`src/led_pwm_pkg.sv`:
```
// package for the 28-channel led pwm driver: register map, fields, reset values, timing
// assumes a single 40 mhz system clock
package led_pwm_pkg;

  // ==========================================================
  // geometry
  localparam int unsigned NUM_CH = 28;
  localparam int unsigned CLK_HZ = 40_000_000;

  // ==========================================================
  // register offsets
  localparam logic [7:0] OFS_SHUTDOWN = 8'h00;
  localparam logic [7:0] OFS_DUTY_FIRST = 8'h05;
  localparam logic [7:0] OFS_DUTY_LAST = 8'h20;
  localparam logic [7:0] OFS_APPLY = 8'h25;
  localparam logic [7:0] OFS_CTRL_FIRST = 8'h2a;
  localparam logic [7:0] OFS_CTRL_LAST = 8'h45;
  localparam logic [7:0] OFS_GLOBAL = 8'h4a;
  localparam logic [7:0] OFS_RATE = 8'h4b;
  localparam logic [7:0] OFS_RESET = 8'h4f;

  // ==========================================================
  // field positions and command values
  localparam int unsigned SOFT_OFF_BIT_POS = 0;
  localparam int unsigned CH_ON_POS = 0;
  localparam int unsigned SCALE_LSB_POS = 1;
  localparam int unsigned GLOBAL_OFF_POS = 0;
  localparam int unsigned RATE_BIT_POS = 0;
  localparam logic [7:0] CMD_VALUE = 8'h00;

  // ==========================================================
  // reset values
  localparam logic [7:0] RST_BYTE = 8'h00;
  localparam logic RST_BIT = 1'b0;
  localparam logic [1:0] RST_SCALE = 2'b00;

  // ==========================================================
  // i2c slave address
  localparam logic [4:0] ADDR_HIGH = 5'b01111;

  // ==========================================================
  // pwm timing: 256 slots per period
  localparam int unsigned PWM_STEPS = 256;
  localparam int unsigned FREQ_SLOW_HZ = 3_000;
  localparam int unsigned FREQ_FAST_HZ = 22_000;
  localparam int unsigned SLOT_DIV_SLOW = CLK_HZ / (FREQ_SLOW_HZ * PWM_STEPS);
  localparam int unsigned SLOT_DIV_FAST = CLK_HZ / (FREQ_FAST_HZ * PWM_STEPS);
  localparam logic [5:0] SLOT_DIV_SLOW_M1 = 6'(SLOT_DIV_SLOW - 1);
  localparam logic [5:0] SLOT_DIV_FAST_M1 = 6'(SLOT_DIV_FAST - 1);

  // ==========================================================
  // carriers
  typedef struct packed {
    logic [1:0] scale;
    logic on;
  } ch_ctrl_t;

  typedef struct packed {
    logic valid;
    logic [7:0] addr;
    logic [7:0] data;
  } reg_write_t;

endpackage : led_pwm_pkg

```
`src/led_pwm_driver_28ch.sv`:
```
// top of the 28-channel led pwm driver: register file, staging, shared pwm counter
// assumes scl, sda and hw_off_n_i synchronous to clk_sys_i; sda wire resolved outside
`timescale 1ns/1ps

// Functional notes
// - soft_off_bit at 00h: 0 means software shutdown, 1 normal run.
// - during software shutdown every channel output is forced off.
// - one 8-bit duty register per channel at 05h to 20h.
// - on-time per period equals duty divided by 256.
// - duty and control writes staged; applied on writing 00h to 25h.
// - control bits 2:1 pick scale: full, half, third, quarter.
// - control bit 0 switches the channel on or off.
// - global register 4Ah bit 0: 0 normal, 1 all leds off.
// - rate register 4Bh bit 0: 0 is 3 kHz, 1 is 22 kHz.
// - writing 00h to 4Fh returns all registers to defaults.
// - power-up reset loads defaults, outputs dark.
// - shutdowns leave register contents unchanged.
// - low hw_off_n pin forces all channel outputs off.
// - all channels share one period counter, turning on together.
// - write-only slave address 01111, strap bits, then write bit 0.
// - byte after address is register pointer, later bytes are data, all acked.
// - pointer advances by one on each data byte acknowledge.
module led_pwm_driver_28ch
  import led_pwm_pkg::*;
(
  input wire logic clk_sys_i,
  input wire logic rst_n_i,
  input wire logic scl_i,
  input wire logic sda_i,
  output logic sda_o,
  output logic sda_oe_n_o,
  input wire logic [1:0] addr_sel_i,
  input wire logic hw_off_n_i,
  output logic [NUM_CH-1:0] channel_outputs_o,
  output logic [2*NUM_CH-1:0] current_scale_o,
  output logic rate_select_bit_o
);

  // ==========================================================
  // helpers
  function automatic logic in_range(input logic [7:0] a, input logic [7:0] lo,
                                    input logic [7:0] hi);
    in_range = (a >= lo) && (a <= hi);
  endfunction : in_range

  function automatic logic [4:0] bank_index(input logic [7:0] a, input logic [7:0] base);
    logic [7:0] diff;
    diff = a - base;
    bank_index = diff[4:0];
  endfunction : bank_index

  // ==========================================================
  // register state
  reg_write_t wr;
  logic soft_off_bit;
  logic global_off;
  logic rate_select_bit;
  logic [7:0] duty_stage [NUM_CH];
  logic [7:0] duty_live [NUM_CH];
  ch_ctrl_t ctrl_stage [NUM_CH];
  ch_ctrl_t ctrl_live [NUM_CH];
  logic soft_reset;
  logic apply_cmd;
  logic duty_hit;
  logic ctrl_hit;
  logic [4:0] duty_idx;
  logic [4:0] ctrl_idx;

  // ==========================================================
  // serial port
  i2c_write_slave u_i2c (
    .clk_sys_i(clk_sys_i),
    .rst_n_i(rst_n_i),
    .scl_i(scl_i),
    .sda_i(sda_i),
    .addr_sel_i(addr_sel_i),
    .sda_o(sda_o),
    .sda_oe_n_o(sda_oe_n_o),
    .wr_o(wr)
  );

  // ==========================================================
  // write decode
  assign soft_reset = wr.valid && wr.addr == OFS_RESET && wr.data == CMD_VALUE;
  assign apply_cmd = wr.valid && wr.addr == OFS_APPLY && wr.data == CMD_VALUE;
  assign duty_hit = wr.valid && in_range(wr.addr, OFS_DUTY_FIRST, OFS_DUTY_LAST);
  assign ctrl_hit = wr.valid && in_range(wr.addr, OFS_CTRL_FIRST, OFS_CTRL_LAST);
  assign duty_idx = bank_index(wr.addr, OFS_DUTY_FIRST);
  assign ctrl_idx = bank_index(wr.addr, OFS_CTRL_FIRST);

  // ==========================================================
  // single-bit control registers
  // unmapped offsets fall through every branch and change nothing
  always_ff @(posedge clk_sys_i or negedge rst_n_i) begin
    if (!rst_n_i) begin
      soft_off_bit <= RST_BIT;
      global_off <= RST_BIT;
      rate_select_bit <= RST_BIT;
    end else if (soft_reset) begin
      soft_off_bit <= RST_BIT;
      global_off <= RST_BIT;
      rate_select_bit <= RST_BIT;
    end else if (wr.valid) begin
      if (wr.addr == OFS_SHUTDOWN) begin
        soft_off_bit <= wr.data[SOFT_OFF_BIT_POS];
      end
      if (wr.addr == OFS_GLOBAL) begin
        global_off <= wr.data[GLOBAL_OFF_POS];
      end
      if (wr.addr == OFS_RATE) begin
        rate_select_bit <= wr.data[RATE_BIT_POS];
      end
    end
  end

  // ==========================================================
  // staging copies
  always_ff @(posedge clk_sys_i or negedge rst_n_i) begin
    if (!rst_n_i) begin
      for (int i = 0; i < NUM_CH; i++) begin
        duty_stage[i] <= RST_BYTE;
        ctrl_stage[i] <= '{scale: RST_SCALE, on: RST_BIT};
      end
    end else if (soft_reset) begin
      for (int i = 0; i < NUM_CH; i++) begin
        duty_stage[i] <= RST_BYTE;
        ctrl_stage[i] <= '{scale: RST_SCALE, on: RST_BIT};
      end
    end else begin
      if (duty_hit) begin
        duty_stage[duty_idx] <= wr.data;
      end
      if (ctrl_hit) begin
        ctrl_stage[ctrl_idx].scale <= wr.data[SCALE_LSB_POS +: 2];
        ctrl_stage[ctrl_idx].on <= wr.data[CH_ON_POS];
      end
    end
  end

  // ==========================================================
  // applied copies, kept through any shutdown
  always_ff @(posedge clk_sys_i or negedge rst_n_i) begin
    if (!rst_n_i) begin
      for (int i = 0; i < NUM_CH; i++) begin
        duty_live[i] <= RST_BYTE;
        ctrl_live[i] <= '{scale: RST_SCALE, on: RST_BIT};
      end
    end else if (soft_reset) begin
      for (int i = 0; i < NUM_CH; i++) begin
        duty_live[i] <= RST_BYTE;
        ctrl_live[i] <= '{scale: RST_SCALE, on: RST_BIT};
      end
    end else if (apply_cmd) begin
      for (int i = 0; i < NUM_CH; i++) begin
        duty_live[i] <= duty_stage[i];
        ctrl_live[i] <= ctrl_stage[i];
      end
    end
  end

  // ==========================================================
  // shared period counter
  logic [5:0] slot_div;
  logic [7:0] period_cnt;
  logic [5:0] div_limit;

  assign div_limit = rate_select_bit ? SLOT_DIV_FAST_M1 : SLOT_DIV_SLOW_M1;

  always_ff @(posedge clk_sys_i or negedge rst_n_i) begin
    if (!rst_n_i) begin
      slot_div <= 6'h00;
    end else if (slot_div >= div_limit) begin
      slot_div <= 6'h00;
    end else begin
      slot_div <= slot_div + 6'd1;
    end
  end

  always_ff @(posedge clk_sys_i or negedge rst_n_i) begin
    if (!rst_n_i) begin
      period_cnt <= 8'h00;
    end else if (slot_div >= div_limit) begin
      period_cnt <= period_cnt + 8'd1;
    end
  end

  // ==========================================================
  // channel outputs
  logic run_ok;

  assign run_ok = soft_off_bit && !global_off && hw_off_n_i;

  always_ff @(posedge clk_sys_i or negedge rst_n_i) begin
    if (!rst_n_i) begin
      channel_outputs_o <= '0;
      current_scale_o <= '0;
    end else begin
      for (int i = 0; i < NUM_CH; i++) begin
        channel_outputs_o[i] <= run_ok && ctrl_live[i].on
                                && (period_cnt < duty_live[i]);
        current_scale_o[2*i +: 2] <= ctrl_live[i].scale;
      end
    end
  end

  always_ff @(posedge clk_sys_i or negedge rst_n_i) begin
    if (!rst_n_i) begin
      rate_select_bit_o <= RST_BIT;
    end else begin
      rate_select_bit_o <= rate_select_bit;
    end
  end

endmodule : led_pwm_driver_28ch

```
`src/i2c_write_slave.sv`:
```
// write-only i2c slave: address match, register pointer, auto increment
// assumes scl and sda inputs already synchronous to clk_sys_i
`timescale 1ns/1ps
module i2c_write_slave
  import led_pwm_pkg::*;
(
  input wire logic clk_sys_i,
  input wire logic rst_n_i,
  input wire logic scl_i,
  input wire logic sda_i,
  input wire logic [1:0] addr_sel_i,
  output logic sda_o,
  output logic sda_oe_n_o,
  output reg_write_t wr_o
);

  typedef enum {ST_IDLE, ST_ADDR, ST_PTR, ST_DATA, ST_IGNORE} i2c_state_t;

  i2c_state_t state;
  logic scl_q;
  logic sda_q;
  logic [7:0] shreg;
  logic [3:0] bitcnt;
  logic ack_drive;
  logic [7:0] pointer;
  logic scl_rise;
  logic scl_fall;
  logic start_det;
  logic stop_det;

  assign scl_rise = scl_i & ~scl_q;
  assign scl_fall = ~scl_i & scl_q;
  assign start_det = scl_i & scl_q & sda_q & ~sda_i;
  assign stop_det = scl_i & scl_q & ~sda_q & sda_i;

  // ==========================================================
  // edge history
  always_ff @(posedge clk_sys_i or negedge rst_n_i) begin
    if (!rst_n_i) begin
      scl_q <= 1'b1;
      sda_q <= 1'b1;
    end else begin
      scl_q <= scl_i;
      sda_q <= sda_i;
    end
  end

  // ==========================================================
  // byte engine
  always_ff @(posedge clk_sys_i or negedge rst_n_i) begin
    if (!rst_n_i) begin
      state <= ST_IDLE;
      shreg <= RST_BYTE;
      bitcnt <= 4'h0;
      ack_drive <= 1'b0;
      pointer <= RST_BYTE;
      wr_o <= '0;
    end else begin
      wr_o.valid <= 1'b0;
      if (start_det) begin
        state <= ST_ADDR;
        bitcnt <= 4'h0;
        ack_drive <= 1'b0;
      end else if (stop_det) begin
        state <= ST_IDLE;
        ack_drive <= 1'b0;
      end else if (state != ST_IDLE && state != ST_IGNORE) begin
        if (scl_rise && bitcnt < 4'd8) begin
          shreg <= {shreg[6:0], sda_i};
          bitcnt <= bitcnt + 4'd1;
        end else if (scl_fall && bitcnt == 4'd8) begin
          bitcnt <= 4'd9;
          unique case (state)
            ST_ADDR: begin
              if (shreg == {ADDR_HIGH, addr_sel_i, 1'b0}) begin
                ack_drive <= 1'b1;
              end else begin
                state <= ST_IGNORE;
              end
            end
            ST_PTR: begin
              pointer <= shreg;
              ack_drive <= 1'b1;
            end
            ST_DATA: begin
              wr_o.valid <= 1'b1;
              wr_o.addr <= pointer;
              wr_o.data <= shreg;
              pointer <= pointer + 8'd1;
              ack_drive <= 1'b1;
            end
            default: begin
              ack_drive <= 1'b0;
            end
          endcase
        end else if (scl_fall && bitcnt == 4'd9) begin
          ack_drive <= 1'b0;
          bitcnt <= 4'h0;
          if (state == ST_ADDR) begin
            state <= ST_PTR;
          end else if (state == ST_PTR) begin
            state <= ST_DATA;
          end
        end
      end
    end
  end

  assign sda_o = 1'b0;
  assign sda_oe_n_o = ~ack_drive;

endmodule : i2c_write_slave

```
`config.mk`:
```
export PLATFORM = sky130hd
export DESIGN_NAME = led_pwm_driver_28ch
export DESIGN_NICKNAME = d
export VERILOG_FILES = /design/src/led_pwm_pkg.sv /design/src/led_pwm_driver_28ch.sv /design/src/i2c_write_slave.sv
export SDC_FILE = /design/constraint.sdc
export NUM_CORES = 1
export LEC_CHECK = 0
export BUFFER_PORTS_ARGS = -buffer_cell sky130_fd_sc_hd__buf_4
export CAP_MARGIN = 10
export CELL_PAD_IN_SITES_DETAIL_PLACEMENT = 1
export CELL_PAD_IN_SITES_GLOBAL_PLACEMENT = 2
export CORE_MARGIN = 10
export CORE_UTILIZATION = 30
export DETAILED_ROUTE_END_ITERATION = 8
export GPL_ROUTABILITY_DRIVEN = 0
export HOLD_SLACK_MARGIN = 0.15
export PLACE_DENSITY_LB_ADDON = 0.1
export SLEW_MARGIN = 20
export SYNTH_ARGS = -nofsm -noshare
export SYNTH_HDL_FRONTEND = slang
export SYNTH_SLANG_ARGS = --single-unit
```
`constraint.sdc`:
```
create_clock -name clk_sys_i -period 2.7 [get_ports clk_sys_i]
set_input_delay 0.27 -clock clk_sys_i [delete_from_list [all_inputs] [get_ports clk_sys_i]]
set_output_delay 0.27 -clock clk_sys_i [all_outputs]
set_load 0.01 [all_outputs]
```
==> impl_summary.md <==
Route
After the first detailed-routing iteration, the DRC count stood at 1562. For this block, the via count after detailed routing is 27440. The remaining design rule violation count is 0.

The detailed-route wire length per cell is 21.25 um. The aggregate routed wire length is 118.1 mm. The post-route antenna net violation count is 0.

The first TritonRoute pass finished after 5 iterations. The via-per-instance ratio is 4.934.

Global routing
Global routing used 17.87% of the available tracks across all layers. The via count of the first global-routing pass is 29300. The wire length of the first global-routing pass is 184.6 mm. The number of antenna violations at the first check in global routing is 5.

Entering global routing, the biggest net connects 118 pins. The total congestion overflow is 0.

Worst hold path
In this run the worst hold path is classified as in2reg. The worst hold path begins at addr_sel_i[1]. Counting instances, the worst hold path has a depth of 5. The end point of the worst hold path is u_i2c.ack_drive.

Setup path
The peak fanout along the critical path is 33. STA puts the critical path data arrival time at 3.10 ns. Setup slack on the worst reg-to-reg path comes out at 0.18 ns. The count of cells along the worst register-to-register path is 7. At the worst endpoint, the required time is 3.28 ns.

The sort of element at the end of the critical path is a register. The kind of launch point of the worst setup path is a register. The critical path is of the reg2reg type. In this run the critical register-to-register path is launched from u_i2c.wr_o[10]. The end of the worst register-to-register path is duty_stage[40].

Final layout
The share of the core filled with cells in the final layout is 35.77%. The final layout contains 4167 nets. The area taken by multi-input logic gates is 14680 sq um. The fraction of layout instances using a drive strength above 1 is 11.95%. Leaving out fill and tap cells, the most frequent cell in the layout is nand2_1.

The sequential cells in the finished layout cover a total of 19060 sq um. The count of filler cells inserted in the layout is 13430. Leaving out fill and tap cells, the most frequent cells in the layout are nand2_1, dfrtp_1, a21oi_1.

The synthesis-to-finish area growth is 18.54%.

STA
The sum of negative setup slack is 0 ns. In this run the tightest slew margin relative to its limit is 47.26%. At the pin with the least slew margin, the transition time is 0.7910 ns.

The total count of hold-check failures in the final report is 0. The highest clock rate is 397.3 MHz. The shortest period the worst path allows is 2.517 ns.

Setup repair after global routing left no endpoint under its margin. The count of pins over their slew limit was 0. The final worst setup slack is 0.1831 ns. The final worst-path cycle share is 93.22%.

Setup violations remaining at the end of the flow were counted as 0. The worst clock skew on the final layout is 0.02880 ns.

Run
The number of max-cap violations is 0.

Floorplan
The core region is 117900 sq um. For this design the top-level I/O count stands at 94. The width of the chip is 364.4 um.

The initial utilization of the core area, before any placement, comes to 30.17%. The die is 364.4 um tall. The total number of placement rows is 126. The area of the die is 132800 sq um.

Place
The minimum setup slack after placement is 0.1179 ns. The sum of net half-perimeters after detailed placement is 72.41 mm. Port buffering added 92 buffers.

Yosys
The total standard cell area after synthesis is 35580 sq um. Sequential cells were found to cover 53.53% of the synthesized design area. Synthesis produced a netlist with a net count of 4084. Synthesis produced a netlist whose cell count is 3867. In the synthesized netlist the async set-or-reset flop fraction comes to 100.0%.

Averaged over all synthesized cells, the footprint is 9.201 sq um. Among all flip-flop cells after synthesis, the most frequent one is dfrtp_1. Summed over all instances, the cell type with the most area after synthesis is dfrtp_1.

The count of different cell masters after synthesis is 67. By area the synthesized netlist is led by dfrtp_1, nand2_1, ha_1. Synthesis inferred 761 register bits.

The area share of the largest cell type after synthesis is 53.38%. During synthesis, Yosys emitted a total of 0 warnings. The number of enable flip-flop cells after synthesis is 0.

Clock network
The number of setup buffers added after CTS is 0. The worst-case clock buffer depth is 3. The number of clock buffers added by TritonCTS is 96. The clock transition time at the flip-flop clock pins of the worst setup and hold paths is 0.06 ns. In this run the number of H-tree levels came out at 3. Clock tree synthesis selected as its root buffer the cell clkbuf_16. The clock latency on the worst-skew pair is 0.67 ns. Clock tree synthesis found a total of 761 sinks. The TritonCTS clock tree is done.

Power and ir drop
The worst ir drop on vdd is 557.2 uV. Total power for the finished layout comes to 29610 uW. The leakage power of the design is 0.01861 uW. Power spread over the standard cell area amounts to 702.1 nW/um^2.

Run status
The flow ran to the end, and the final reports show no timing, DRC or antenna violations.
[per-layer routing]
metal  vias to the layer above  wire length, um  part of all wire, %  track usage, %
met4                         0             2141                  1.8           3.677
met5                         -                0                    0               0
li1                      13120                -                    -               -
met3                       123             3002                  2.5           2.304
met2                       252            55310                   47           29.49
met1                     13950            57700                   49           24.97
[stage by stage]
step,instance area [sq um],hold slack [ns],cells
5_1_grt,42170,0.2371,5560
6_report,42180,0.1991,5561
4_1_cts,42160,0.1517,5560
3_5_place_dp,38960,0.1634,5383
2_1_floorplan,35580,-0.02559,3867
3_3_place_gp,38960,0.1747,5383
[timing repair]
item / in CTS / in global routing
hold buffers: 5 / 0
resized for setup: 0 / 8
setup endpoints to repair: 0 / 49
hold endpoints to repair: 681 / 0
[sequential cells by signal, summed over array words and instances (netlist names), 17 cells and up]
name	flops
ctrl_stage	84
duty_live	224
duty_stage	224
ctrl_live	84
channel_outputs_o	28
current_scale_o	56
u_i2c.wr_o	17
[how the worst max path moves through the flow]
stage | start | to | slack (ns)
CTS | u_i2c.wr_o[10] | duty_stage[38] | 0.07
global route | u_i2c.wr_o[11] | duty_stage[22] | 0.03
detailed placement | u_i2c.wr_o[2] | duty_live[27] | 0.12
floorplan | u_i2c.wr_o[9] | duty_stage[213] | 0.31
finish | u_i2c.wr_o[10] | duty_stage[40] | 0.18
global placement | u_i2c.wr_o[11] | duty_stage[37] | 0.11
[cell usage after synthesis, types with 5 or more instances]
library cell	number
xor2_1	9
dfrtp_1	759
mux2i_1	20
a21oi_1	351
and2_1	46
a31oi_1	58
or2_2	5
buf_2	96
nor3_1	12
nand3_1	333
nand4bb_1	22
nand2b_1	31
clkbuf_1	174
ha_1	210
nand2_1	972
or4bb_1	6
nand4_1	6
o21ai_1	106
o21ai_0	227
xnor2_1	11
inv_1	216
and2_0	5
a21o_1	57
and3_1	13
mux2_2	25
nor2_1	28
[cell families after synthesis]
group                    share of synthesized area, %
other                                         0.01054
XOR/XNOR                                       0.5380
multiplexers                                    1.354
adder cells (fa/ha/maj)                         7.385
buffers and inverters                           5.560
AO/OA/AOI/OAI                                   12.55
flip-flops                                      53.53
AND/OR/NAND/NOR                                 19.07
[critical path: stages (launching register included)]
cell     delay [ns]
dfrtp_1        0.37
or4b_1         0.56
o32a_2         0.33
nor3_2         0.27
buf_12         0.29
buf_4          0.23
nand3_1        0.19
o21ai_0        0.16
[layout make-up]
type                       instances  area share, %
antenna                            1       0.005933
clock buffer                     145          6.755
clock inverter                    27         0.7209
inverter                         216          1.922
multi-input combinational       2614          34.79
sequential                       761          45.19
tap                             1536          4.557
timing repair buffer             261          6.058
[report_power, final]
group          leakage (uW)  switching, uW  internal [uW]
Clock               0.00157           5170           7810
Combinational       0.00648           3340           1300
Sequential           0.0106            323          11700
Total                0.0186           8830          20800
(Power assumes the default switching activity.)
